**config.mk**
```make
export PLATFORM = sky130hd
export DESIGN_NAME = vims_dispatch
export DESIGN_NICKNAME = d
export VERILOG_FILES = /design/src/vims_pkg.sv /design/src/vims_dispatch.sv /design/src/vims_rto_chan.sv
export VERILOG_INCLUDE_DIRS = /design/src
export SDC_FILE = /design/constraint.sdc
export NUM_CORES = 1
export LEC_CHECK = 0
export BUFFER_PORTS_ARGS = -buffer_cell sky130_fd_sc_hd__buf_2
export CAP_MARGIN = 20
export CORE_MARGIN = 4
export CORE_UTILIZATION = 45
export CTS_CLUSTER_DIAMETER = 120
export DETAILED_ROUTE_END_ITERATION = 6
export GPL_TIMING_DRIVEN = 0
export HOLD_SLACK_MARGIN = 0.06
export PLACE_DENSITY_LB_ADDON = 0.1
export SLEW_MARGIN = 40
export SYNTH_ARGS = -nofsm -noshare
export SYNTH_HDL_FRONTEND = slang
export SYNTH_SLANG_ARGS = --single-unit
```
**constraint.sdc**
```tcl
create_clock -name i_clk_sys -period 140.7 [get_ports i_clk_sys]
set_input_delay 42.21 -clock i_clk_sys [delete_from_list [all_inputs] [get_ports i_clk_sys]]
set_output_delay 42.21 -clock i_clk_sys [all_outputs]
set_load 0.02 [all_outputs]
```
**src/vims_cfg.svh**
```systemverilog
`ifndef VIMS_CFG_SVH
`define VIMS_CFG_SVH
// =====================================================
// Vector slots
`define VIMS_VEC_BRK 16'h003E
`define VIMS_VEC_OPERR 16'h003C
`define VIMS_VEC_NMI 16'h0002
`define VIMS_VEC_WDT 16'h0004
`define VIMS_VEC_MASK_BASE 16'h0006
`define VIMS_VEC_STEP 16'h0002
// =====================================================
// Sizes and reset values
`define VIMS_NUM_SRC 21
`define VIMS_SRC_IDX_W 5
`define VIMS_NUM_LVL 4
`define VIMS_BANK_W 3
`define VIMS_IDLE_LVL 3'h4
`define VIMS_MS_CNT_W 8
// =====================================================
// Source indices within the maskable set
`define VIMS_SRC_C10 6
`define VIMS_SRC_C11 7
`define VIMS_SRC_SR0 15
`define VIMS_SRC_ST0 16
`define VIMS_SRC_SR2 19
`define VIMS_SRC_ST2 20
`endif

```
**src/vims_pkg.sv**
```systemverilog
`include "vims_cfg.svh"
package vims_pkg;
   // Dispatcher states
   typedef enum logic [2:0] {
      VIMS_IDLE, VIMS_PUSH, VIMS_VECTOR, VIMS_POP, VIMS_MS_XFER
   } vims_state_e;
   // Kind of macro service action
   typedef enum logic [1:0] {
      VIMS_MS_TX, VIMS_MS_RX, VIMS_MS_RTO
   } vims_ms_kind_e;
   // Request toward the CPU core
   typedef struct packed {
      logic req;
      logic [15:0] vector;
      logic push_ctx;
      logic pop_ctx;
      logic ctx_switch;
      logic [`VIMS_BANK_W-1:0] bank;
   } vims_cpu_cmd_s;
   // Macro service memory/register transfer
   typedef struct packed {
      logic valid;
      vims_ms_kind_e kind;
      logic [`VIMS_SRC_IDX_W-1:0] src;
      logic chan;
   } vims_ms_xfer_s;
endpackage

```
**src/vims_dispatch.sv**
```systemverilog
`include "vims_cfg.svh"
module vims_dispatch #(
   parameter int NSRC = `VIMS_NUM_SRC,
   parameter int PW = 8
) (
   // Clock and reset
   input wire logic i_clk_sys,
   input wire logic i_srst,
   // Interrupt sources (single-cycle pulses, same clock)
   input wire logic i_nmi_pin,
   input wire logic i_watchdog_overflow_request,
   input wire logic [NSRC-1:0] i_src_req,
   input wire logic i_sync1_transfer_done_request,
   input wire logic i_sync2_transfer_done_request,
   // Per-source setup
   input wire logic [NSRC-1:0] i_mask,
   input wire logic [NSRC-1:0] i_ms_enable,
   input wire logic [NSRC-1:0] i_ctx_enable,
   input wire logic [2*NSRC-1:0] i_prio,
   input wire logic [`VIMS_MS_CNT_W-1:0] i_ms_count,
   // CPU core
   input wire logic i_software_break_instr,
   input wire logic i_break_bank_switch_instr,
   input wire logic [`VIMS_BANK_W-1:0] i_bank_sel,
   input wire logic i_operand_error,
   input wire logic i_return_from_interrupt_instr,
   input wire logic i_cpu_ack,
   input wire logic i_cpu_halted,
   input wire logic i_ms_done,
   // Real-time output data
   input wire logic [PW-1:0] i_ms_pattern,
   input wire logic [15:0] i_ms_interval,
   input wire logic [15:0] i_timer1_count_reg,
   // Outputs
   output vims_pkg::vims_cpu_cmd_s o_cpu_cmd,
   output vims_pkg::vims_ms_xfer_s o_ms_xfer,
   output logic [2:0] o_cur_level,
   output logic [PW-1:0] o_rto_port0,
   output logic [PW-1:0] o_rto_port1
);
   // =====================================================
   // State
   typedef struct packed {
      vims_pkg::vims_state_e state;
      vims_pkg::vims_cpu_cmd_s cmd;
      vims_pkg::vims_ms_xfer_s ms;
      logic [NSRC-1:0] pend;
      logic [`VIMS_NUM_LVL-1:0] lvl_stack;
      logic [2:0] cur_lvl;
      logic [2:0] new_lvl;
      logic [NSRC*`VIMS_MS_CNT_W-1:0] left;
      logic nmi_pend;
      logic wdt_pend;
      logic [1:0] rto_load;
      logic [3*`VIMS_NUM_LVL-1:0] lvl_save; // Saved levels; oldest lost past four
      logic [2:0] nmi_sync; // Pin synchroniser, then edge stage
   } vims_st_s;
   vims_st_s st_ff, nxt_st;
   logic [NSRC-1:0] req_in;
   logic [1:0] rto_match;
   logic [1:0] rto_match_q;
   logic [2*PW-1:0] rto_port;
   // Shared slots: either source sets the request
   always_comb begin
      req_in = i_src_req;
      req_in[`VIMS_SRC_SR0] = i_src_req[`VIMS_SRC_SR0] | i_sync1_transfer_done_request;
      req_in[`VIMS_SRC_SR2] = i_src_req[`VIMS_SRC_SR2] | i_sync2_transfer_done_request;
      req_in[`VIMS_SRC_C10] = i_src_req[`VIMS_SRC_C10] | (rto_match[0] & ~rto_match_q[0]);
      req_in[`VIMS_SRC_C11] = i_src_req[`VIMS_SRC_C11] | (rto_match[1] & ~rto_match_q[1]);
   end

   // =====================================================
   // Next-state logic
   always_comb begin
      logic found;
      logic [`VIMS_SRC_IDX_W-1:0] win;
      logic [1:0] win_lvl;
      logic [`VIMS_MS_CNT_W-1:0] cnt;
      found = 1'b0;
      win = '0;
      win_lvl = 2'h3;
      cnt = '0;
      nxt_st = st_ff;
      nxt_st.rto_load = 2'h0;
      // Set wins over a same-cycle clear
      nxt_st.pend = st_ff.pend | req_in;
      nxt_st.nmi_sync = {st_ff.nmi_sync[1:0], i_nmi_pin}; // Two flops before any use
      nxt_st.nmi_pend = st_ff.nmi_pend | (st_ff.nmi_sync[1] & ~st_ff.nmi_sync[2]);
      nxt_st.wdt_pend = st_ff.wdt_pend | i_watchdog_overflow_request;
      // Winner: lowest level number, lowest index on ties; a macro-service source replaces any higher-index candidate
      for (int i = NSRC - 1; i >= 0; i--) begin
         if (st_ff.pend[i] && !i_mask[i]
             && (i_ms_enable[i]
                 || ({1'b0, i_prio[2*i +: 2]} < st_ff.cur_lvl))) begin
            if (!found || i_ms_enable[i] || i_prio[2*i +: 2] <= win_lvl) begin
               found = 1'b1;
               win = 5'(i);
               win_lvl = i_prio[2*i +: 2];
            end
         end
      end
      case (st_ff.state)
         vims_pkg::VIMS_IDLE: begin
            nxt_st.cmd.req = 1'b0;
            nxt_st.ms.valid = 1'b0;
            if (i_return_from_interrupt_instr && st_ff.lvl_stack[0]) begin
               nxt_st.state = vims_pkg::VIMS_POP;
               nxt_st.cmd = '0;
               nxt_st.cmd.req = 1'b1;
               nxt_st.cmd.pop_ctx = 1'b1;
            end else if (i_software_break_instr || i_operand_error || i_break_bank_switch_instr
                         || st_ff.nmi_pend || st_ff.wdt_pend) begin
               nxt_st.state = vims_pkg::VIMS_VECTOR;
               nxt_st.cmd = '0;
               nxt_st.cmd.req = 1'b1;
               nxt_st.cmd.push_ctx = 1'b1;
               nxt_st.new_lvl = st_ff.cur_lvl;
               if (i_break_bank_switch_instr) begin
                  nxt_st.cmd.push_ctx = 1'b0;
                  nxt_st.cmd.ctx_switch = 1'b1;
                  nxt_st.cmd.bank = i_bank_sel;
               end else if (i_software_break_instr) begin
                  nxt_st.cmd.vector = `VIMS_VEC_BRK;
               end else if (i_operand_error) begin
                  nxt_st.cmd.vector = `VIMS_VEC_OPERR;
               end else if (st_ff.nmi_pend) begin
                  nxt_st.cmd.vector = `VIMS_VEC_NMI;
                  nxt_st.nmi_pend = st_ff.nmi_sync[1] & ~st_ff.nmi_sync[2];
                  nxt_st.new_lvl = 3'h0;
               end else begin
                  nxt_st.cmd.vector = `VIMS_VEC_WDT;
                  nxt_st.wdt_pend = i_watchdog_overflow_request;
                  nxt_st.new_lvl = 3'h0;
               end
            end else if (found) begin
               nxt_st.pend[win] = req_in[win];
               cnt = st_ff.left[win*`VIMS_MS_CNT_W +: `VIMS_MS_CNT_W];
               if (i_ms_enable[win] && cnt != '0) begin
                  // No context save and no fetch, CPU may be halted
                  nxt_st.state = vims_pkg::VIMS_MS_XFER;
                  nxt_st.ms.valid = 1'b1;
                  nxt_st.ms.src = win;
                  nxt_st.ms.chan = (win == `VIMS_SRC_C11);
                  if (win == `VIMS_SRC_ST0 || win == `VIMS_SRC_ST2) begin
                     nxt_st.ms.kind = vims_pkg::VIMS_MS_TX;
                  end else if (win == `VIMS_SRC_C10 || win == `VIMS_SRC_C11) begin
                     nxt_st.ms.kind = vims_pkg::VIMS_MS_RTO;
                  end else begin
                     nxt_st.ms.kind = vims_pkg::VIMS_MS_RX;
                  end
                  nxt_st.left[win*`VIMS_MS_CNT_W +: `VIMS_MS_CNT_W] = cnt - 1'b1;
               end else begin
                  // Last item done or plain source: vectored interrupt
                  nxt_st.state = vims_pkg::VIMS_VECTOR;
                  nxt_st.left[win*`VIMS_MS_CNT_W +: `VIMS_MS_CNT_W] = i_ms_count;
                  nxt_st.cmd = '0;
                  nxt_st.cmd.req = 1'b1;
                  nxt_st.cmd.vector = `VIMS_VEC_MASK_BASE
                                      + 16'({11'h0, win} * `VIMS_VEC_STEP);
                  nxt_st.cmd.ctx_switch = i_ctx_enable[win];
                  nxt_st.cmd.push_ctx = ~i_ctx_enable[win];
                  nxt_st.cmd.bank = i_bank_sel;
                  nxt_st.new_lvl = {1'b0, win_lvl};
               end
            end
         end
         vims_pkg::VIMS_VECTOR: begin
            if (i_cpu_ack) begin
               nxt_st.state = vims_pkg::VIMS_IDLE;
               nxt_st.cmd.req = 1'b0;
               nxt_st.lvl_stack = {st_ff.lvl_stack[`VIMS_NUM_LVL-2:0], 1'b1};
               nxt_st.lvl_save = {st_ff.lvl_save[3*`VIMS_NUM_LVL-4:0], st_ff.cur_lvl};
               nxt_st.cur_lvl = st_ff.new_lvl;
            end
         end
         vims_pkg::VIMS_POP: begin
            if (i_cpu_ack) begin
               nxt_st.state = vims_pkg::VIMS_IDLE;
               nxt_st.cmd.req = 1'b0;
               nxt_st.lvl_stack = {1'b0, st_ff.lvl_stack[`VIMS_NUM_LVL-1:1]};
               nxt_st.lvl_save = {`VIMS_IDLE_LVL, st_ff.lvl_save[3*`VIMS_NUM_LVL-1:3]};
               nxt_st.cur_lvl = st_ff.lvl_save[2:0];
            end
         end
         vims_pkg::VIMS_MS_XFER: begin
            if (i_ms_done) begin
               nxt_st.state = vims_pkg::VIMS_IDLE;
               nxt_st.ms.valid = 1'b0;
               if (st_ff.ms.kind == vims_pkg::VIMS_MS_RTO) begin
                  nxt_st.rto_load[st_ff.ms.chan] = 1'b1;
               end
            end
         end
         default: begin
            nxt_st.state = vims_pkg::VIMS_IDLE;
         end
      endcase
   end
   // State register; counters and saved levels clear with the rest
   always_ff @(posedge i_clk_sys) begin
      if (i_srst) begin
         st_ff <= '0;
         st_ff.cur_lvl <= `VIMS_IDLE_LVL;
         rto_match_q <= 2'h0;
      end else begin
         st_ff <= nxt_st;
         rto_match_q <= rto_match;
      end
   end
   // =====================================================
   // Two real-time output channels
   genvar g;
   generate
      for (g = 0; g < 2; g++) begin : g_rto
         vims_rto_chan #(.W(PW)) u_chan (
            .i_clk_sys(i_clk_sys),
            .i_srst(i_srst),
            .i_load(st_ff.rto_load[g]),
            .i_pattern(i_ms_pattern),
            .i_interval(i_ms_interval),
            .i_timer1_count_reg(i_timer1_count_reg),
            .o_match(rto_match[g]),
            .o_port_latch(rto_port[g*PW +: PW])
         );
      end
   endgenerate
   assign o_cpu_cmd = st_ff.cmd;
   assign o_ms_xfer = st_ff.ms;
   assign o_cur_level = st_ff.cur_lvl;
   assign o_rto_port0 = rto_port[PW-1:0];
   assign o_rto_port1 = rto_port[2*PW-1:PW];
   // =====================================================
   // Checks
   property p_ms_no_ctx;
      @(posedge i_clk_sys) disable iff (i_srst)
      o_ms_xfer.valid |-> !o_cpu_cmd.req;
   endproperty
   a_ms_no_ctx: assert property (p_ms_no_ctx) else $error("ms raised cpu request");
   property p_brk_vec;
      @(posedge i_clk_sys) disable iff (i_srst)
      (st_ff.state == vims_pkg::VIMS_IDLE && i_software_break_instr
       && !i_return_from_interrupt_instr) |=> o_cpu_cmd.vector == `VIMS_VEC_BRK;
   endproperty
   a_brk_vec: assert property (p_brk_vec) else $error("break vector wrong");
   property p_vec_push;
      @(posedge i_clk_sys) disable iff (i_srst)
      (o_cpu_cmd.req && !o_cpu_cmd.pop_ctx) |-> (o_cpu_cmd.push_ctx ^ o_cpu_cmd.ctx_switch);
   endproperty
   a_vec_push: assert property (p_vec_push) else $error("entry save missing");
   property p_pop_ret;
      @(posedge i_clk_sys) disable iff (i_srst)
      $rose(o_cpu_cmd.pop_ctx) |-> $past(i_return_from_interrupt_instr);
   endproperty
   a_pop_ret: assert property (p_pop_ret) else $error("pop without return");
   property p_vec_range;
      @(posedge i_clk_sys) disable iff (i_srst)
      (o_cpu_cmd.req && o_cpu_cmd.push_ctx) |-> o_cpu_cmd.vector <= `VIMS_VEC_BRK
                                               && !o_cpu_cmd.vector[0];
   endproperty
   a_vec_range: assert property (p_vec_range) else $error("vector outside table");
   property p_ms_halt;
      @(posedge i_clk_sys) disable iff (i_srst)
      (o_ms_xfer.valid && i_ms_done) |=> !o_ms_xfer.valid;
   endproperty
   a_ms_halt: assert property (p_ms_halt) else $error("ms transfer stuck");
   property p_lvl_after_ack;
      @(posedge i_clk_sys) disable iff (i_srst)
      (st_ff.state == vims_pkg::VIMS_VECTOR && i_cpu_ack) |=> o_cur_level == $past(st_ff.new_lvl);
   endproperty
   a_lvl_after_ack: assert property (p_lvl_after_ack) else $error("level not taken");
   property p_rto_load;
      @(posedge i_clk_sys) disable iff (i_srst)
      (o_ms_xfer.valid && i_ms_done && o_ms_xfer.kind == vims_pkg::VIMS_MS_RTO)
      |=> st_ff.rto_load != 2'h0;
   endproperty
   a_rto_load: assert property (p_rto_load) else $error("rto not loaded");
endmodule

```
**src/vims_rto_chan.sv**
```systemverilog
`include "vims_cfg.svh"
// =====================================================
// Real-time output channel: compare, pattern and latch
module vims_rto_chan #(
   parameter int W = 8
) (
   // Clock and reset
   input wire logic i_clk_sys,
   input wire logic i_srst,
   // Service loads
   input wire logic i_load,
   input wire logic [W-1:0] i_pattern,
   input wire logic [15:0] i_interval,
   // Timer
   input wire logic [15:0] i_timer1_count_reg,
   // Outputs
   output logic o_match,
   output logic [W-1:0] o_port_latch
);
   // Channel state
   typedef struct packed {
      logic [W-1:0] rto_pattern_buffer;
      logic [15:0] timer1_compare_reg;
      logic [W-1:0] latch;
      logic match;
   } vims_rto_st_s;
   vims_rto_st_s st_ff, nxt_st;

   // Load on service, transfer buffer on compare match
   always_comb begin
      nxt_st = st_ff;
      nxt_st.match = (i_timer1_count_reg == st_ff.timer1_compare_reg);
      if (nxt_st.match && !st_ff.match) begin
         nxt_st.latch = st_ff.rto_pattern_buffer;
      end
      if (i_load) begin
         nxt_st.rto_pattern_buffer = i_pattern;
         nxt_st.timer1_compare_reg = i_interval;
      end
   end

   // State register
   always_ff @(posedge i_clk_sys) begin
      if (i_srst) begin
         st_ff <= '0;
      end else begin
         st_ff <= nxt_st;
      end
   end

   assign o_match = st_ff.match & 1'b1;
   assign o_port_latch = st_ff.latch;

   // Latch shows last cycle's buffer in the same cycle a fresh match shows
   property p_rto_latch;
      @(posedge i_clk_sys) disable iff (i_srst)
      (o_match && !$past(o_match)) |-> o_port_latch == $past(st_ff.rto_pattern_buffer);
   endproperty
   a_rto_latch: assert property (p_rto_latch) else $error("pattern not latched");
endmodule

```
## Word level (Yosys, flattened, before mapping)

Index checks and enable logic that the tools add are counted.

- Add/sub/neg operators: 3
- Order comparisons: 45
- Equal/unequal tests: 17
- Shift-type cells: 4
- Multiplexer cells: 180
- Bitwise gates (word level): 19
- Reductions and logical operators: 175

Operators by type and width:

| cell | number |
|---|---|
| bitwise mux 168 bit | 2 |
| variable part select 8 x 34 -> 168 bit | 2 |
| 2-to-1 mux 5 bit | 41 |
| 2-to-1 mux 171 bit | 1 |
| 2-to-1 mux 168 bit | 1 |
| variable shift 8 x 34 -> 168 bit, first input constant | 1 |
| variable part select 168 x 9 -> 8 bit | 1 |
| 2-to-1 mux 2 bit | 49 |
| logical OR 1 bit | 67 |
| less-than comparator 2 x 3 -> 1 bit | 21 |
| 2-to-1 mux 30 bit | 2 |
| 2-to-1 mux 56 bit | 1 |
| 2-to-1 mux 26 bit | 2 |
| 2-to-1 mux 1 bit | 50 |
| logical AND 1 bit | 48 |
| 2-to-1 mux 16 bit | 3 |
| logical NOT 1 bit | 43 |
| less-or-equal comparator 2 bit | 20 |
| negator 8 -> 34 bit | 1 |
| equality test 16 bit | 2 |
| 2-to-1 mux 12 bit | 2 |
| 2-to-1 mux 3 bit | 8 |
| one-hot mux 12 bit (2 select lines) | 1 |
| 2-to-1 mux 23 bit | 1 |
| 40 further kinds | 73 |

- Flip-flop bits (word level): 321
- Input port bits: 190
- Output and inout bits: 51

## Depth between registers and ports, before layout

- Depth after elaboration: 113
- Depth in mapped cells: 179
- Depth with buffers taken out: 174

## Cells and area by module

Synthesis repeated with hierarchy kept, for this count alone.

- Cell total of the unflattened synthesis: 2,344
- Area total of the unflattened synthesis: 19,038.3 µm²

Modules (own cells, without submodules):

| module | instances | cells an instance | area an instance (µm²) |
|---|---|---|---|
| vims_dispatch | 1 | 2,058 | 16,145.5 |
| vims_rto_chan | 2 | 143 | 1,446.4 |

## Worst setup path before layout

Ideal clock, no wire load.

- Path kind: input to register
- From: input port i_prio[41]
- To: register st_ff[23] (netlist bit)
- Library setup time: 86 ps
- Arrival time: 73,040 ps
- Required time: 140,614 ps
- Path slack: 67,575 ps
- Stages: 167
- Buffers on the path: 8
- Cells stage by stage: ha_1 -> nor2_1 -> o41a_1 -> nand2b_1 -> ha_1 -> a21oi_1 -> o21ai_0 -> o21ai_1 -> o21a_1 -> inv_1 -> ha_1 -> a21oi_1 -> o21ai_0 -> a21oi_1 -> o221a_4 -> a21oi_1 -> ha_1 -> a21oi_1 -> [... 131 more ...] -> buf_4 -> buf_2 -> buf_2 -> buf_2 -> buf_2 -> buf_1 -> ha_1 -> clkbuf_1 -> nand2_1 -> nor2_1 -> ha_1 -> mux2i_1 -> a31oi_1 -> or3_1 -> nor4_1 -> clkbuf_1 -> nor2_1 -> a211oi_1

- Word-level cells in the longest chain between the ends: 109
- Elaborated cells between the ends (all ways): 218

Ends and longest elaborated chain:

| what | line | RTL |
|---|---|---|
| start, declared | vims_dispatch.sv:19 | `input wire logic [2*NSRC-1:0] i_prio,` |
| parallel branches: the longest is 109 deep, another holds less-than comparator 2 x 3 -> 1 bit | n/a |  |
| end signal, assigned | vims_dispatch.sv:206 | `st_ff <= nxt_st;` |
| end, declared | vims_dispatch.sv:58 | `vims_st_s st_ff, nxt_st;` |

Parallel ways; which one is timed is not known. The select of a mux whose other input is x is not followed.
A chain may end at the register's enable or synchronous reset.

## Worst setup path after layout

- From: input port i_prio[41]
- To: register st_ff[25] (netlist bit)

The elaborated chain is that of the path after synthesis.

==> summary.txt <==
Flow run
  – MaxCap Viol Count: 0

Timing
  – Worst Hold Margin: 0.450 ns
  – Setup_tns: 0 ns
  – Final clock skew: about 0.024 ns
  – Fin crit period: around 81 ns
  – F_max: about 0.012 GHz
  – Fin worst setup slack: approximately 60 ns
  – Worst-Margin Slew: around 0.97 ns
  – Final worst path period share: 57.9%
  – RSZ-0062 raised after global routing: no
  – Final hold violations: 0
  – Final setup violating endpoints: 0
  – Slew Limit Fails: 0
  – Max_slew headroom: roughly a third

Final layout
  – Layout fillers: roughly 4300
  – Finished Layout Cells: around 3300
  – Layout area overhead: 16.4%
  – Final Instance Area: approximately 23000 µm²
  – Final nets: approximately 2900
  – Layout cells sized above 1: between 10% and 20%

Synth
  – Post-synth top area share: 31.7%
  – Synth Area per Inst: roughly 8 µm²
  – Synth area leaders: dfxtp_1, mux2i_1, nor2_1, nand2_1, ha_1
  – Mapped Cells: about 2400
  – Seq/Total Area, Yosys: about a third
  – Number of flops mapped to enable cells by yosys: 0
  – Most common flop cell mapped by yosys: dfxtp_1
  – Asr flop ratio synth: 0%
  – Synth unique cells: approximately 110
  – Post-Syn Area: a little under 20000 µm²
  – Yosys top cell by area: dfxtp_1
  – Syn. warnings: 0
  – #FFs+latches synth: slightly above 300

Setup path
  – R2R Path End: st_ff[25]
  – Slowest cell delay on critical path: a little under 0.8 ns
  – Flop-to-flop setup slack: 100.09 ns
  – CP most frequent cell: nor2_1
  – Setup CP Type: primary input to flip-flop
  – Reg2Reg Launch Point: o_cur_level[1]
  – Reg2reg path depth: between 150 and 200
  – Critical Path Fanout Max: 12
  – CP Launch Type: primary input
  – Crit path DAT: roughly 82 ns
  – CP max-delay cell: nor4_2
  – Critical path required time: 141.15 ns
  – Nature of the critical path endpoint: flip-flop

Die
  – Die width: 217 µm
  – Die area: about 47000 µm²
  – # IOs: between 200 and 250
  – Die H: around 220 µm
  – Core area: around 43000 µm²
  – Initial Util: between 40 and 50%
  – Placement row count: 76

Global route
  – Largest net degree at the start of global routing: 22
  – First-pass GRT wire length: approximately 130000 µm
  – Total congestion overflow: 0
  – Tot GR Track Use: about a third
  – Vias in the first global route: roughly 19000
  – Initial antenna violation count: 2

Placement
  – Number of port buffers: about 230
  – HPWL after detailed placement: approximately 68000 µm
  – Routability cong.: about 1.0
  – DP Cell Count: about 3200
  – Post-DP Area: ~22000 µm²
  – Pre-CTS WS: ~60 ns

Clock tree
  – TritonCTS clock tree: built
  – PostCTS Resize Cnt: 0
  – Postcts setup bufs: 0
  – Post-CTS Hold Buffers: 0
  – Root buf cell: clkbuf_16
  – Clk sinks: a little over 300
  – Worst-Skew Late Latency: 0.54 ns
  – Cts bufs inserted: 34
  – Clock-pin slew on the worst setup and hold paths: ~0.06 ns
  – H-tree lvl count: 2
  – Clock Tree Buf Depth: 3

Detailed routing
  – Metal1 wirelength: 35700 µm
  – DR WL met3: approximately 7700 µm
  – DR vias: between 20000 and 25000
  – Met2 wire len: a little under 40000 µm
  – ANT nets after route: 0
  – Vias/cell: 6.28
  – Post-Route WL: around 87000 µm
  – DR pass1 iterations: 6
  – Routed wire per std cell: around 27 µm
  – DR DRC count: 0
  – Detailed Route Iter0 Violations: around 2200
  – Highest metal used: met5

Worst hold path
  – Worst hold path endpoint: st_ff[97]
  – Hold WC Path Type: flip-flop to flip-flop
  – Worst hold start: st_ff[97]
  – Hold Path Depth: 2

Power
  – PwrDens: ~15 nW/µm²
  – Peak supply drop: about 0.011 mV
  – Leakage power: around 8.7 nW

Run status
  – Outcome: finished, final reports clean
cell families (layout without fill, tap and decap cells):
logic type      Yosys count  after routing  synth area share [%]
compound gates          654            654                  25.7
xor+xnor                 41             41                  1.83
fa+ha+maj                58             58                  3.68
buf+inv                 267            554                  6.66
flops                   311            311                  31.7
mux                     177            177                  9.13
other cells               1             11                0.0191
simple gates            881            881                  21.3
layout make-up:
type / instances / area (µm²) / area share (%)
multi-input combinational: 1821 / 12300 / 53.8
sequential: 311 / 6230 / 27.2
timing repair buffer: 229 / 1150 / 5.03
clock buffer: 48 / 1000 / 4.40
buffer: 183 / 1000 / 4.38
tap: 585 / 732 / 3.20
inverter: 84 / 315 / 1.38
clock inverter: 10 / 131 / 0.575
antenna: 1 / 2.50 / 0.0109
worst max-delay path: cells and delay by family:
kind,cells,cell delay (ns)
buffers and inverters,11,3.79
and+or+nand+nor,52,7.45
AOI/OAI and AO/OA,75,19.67
adders and majority gates,24,6.84
muxes,5,1.89
Yosys cell counts, drive strengths merged, types with 17 or more instances:
| cell type | count |
|---|---|
| nand3 | 65 |
| inv | 84 |
| a32oi | 17 |
| ha | 57 |
| o21ai | 138 |
| nand4 | 26 |
| xor2 | 34 |
| nand2 | 249 |
| nor3b | 22 |
| mux2i | 163 |
| a211oi | 76 |
| o211ai | 28 |
| nor2b | 27 |
| o22ai | 24 |
| and2 | 17 |
| nand2b | 26 |
| a311oi | 35 |
| nor2 | 299 |
| o32ai | 31 |
| dfxtp | 311 |
| nor4 | 30 |
| o31ai | 21 |
| a31oi | 23 |
| clkbuf | 83 |
| o41ai | 20 |
| nor3 | 58 |
| a21oi | 79 |
| buf | 100 |
state kept, by name, summed over array words and instances, names as in the netlist, 3 cells and up:
register	flops
g_rto.u_chan.st_ff	48
o_cur_level	3
o_cpu_cmd	13
g_rto.u_chan.o_port_latch	16
o_ms_xfer	9
st_ff	216
metal layers:
layer,GRT usage (%),vias up
li1,-,9349
met1,46.7,9824
met2,57.7,1138
met3,5.05,231
met4,14.7,4
met5,0,-
how the worst max path moves through the flow:
| stage | slack (ns) | startpoint | end |
|---|---|---|---|
| CTS | 60.08 | i_prio[41] | st_ff[25] |
| floorplan | 67.57 | i_prio[41] | st_ff[23] |
| finish | 59.21 | i_prio[41] | st_ff[25] |
| global placement | 59.55 | i_prio[41] | st_ff[25] |
| detailed placement | 59.69 | i_prio[41] | st_ff[23] |
| global route | 56.86 | i_prio[41] | st_ff[101] |
per-stage QoR:
step / util [%] / power, mW
finish: 53.1 / 0.351
CTS: 53.0 / 0.344
global route: 53.1 / 0.360
floorplan: - / 0.188
global placement: 50.0 / 0.249
detailed placement: 50.4 / 0.252
power breakdown:
part	total, mW	switching (mW)	internal, mW	leakage [nW]
clock network	0.0937	0.0385	0.0552	0.561
registers	0.0917	0.00172	0.0900	2.52
logic	0.165	0.121	0.0439	5.61
cell usage in the layout, fill, tap and decap left out, types with 64 or more instances in the layout:
master / instances
nor2_1: 291
mux2i_1: 161
inv_1: 81
o21ai_0: 96
a21oi_1: 75
nand2_1: 248
buf_2: 253
nand3_1: 64
dfxtp_1: 311
a211oi_1: 72
clkbuf_1: 81
Note: power is estimated with default switching activity, not from simulation.
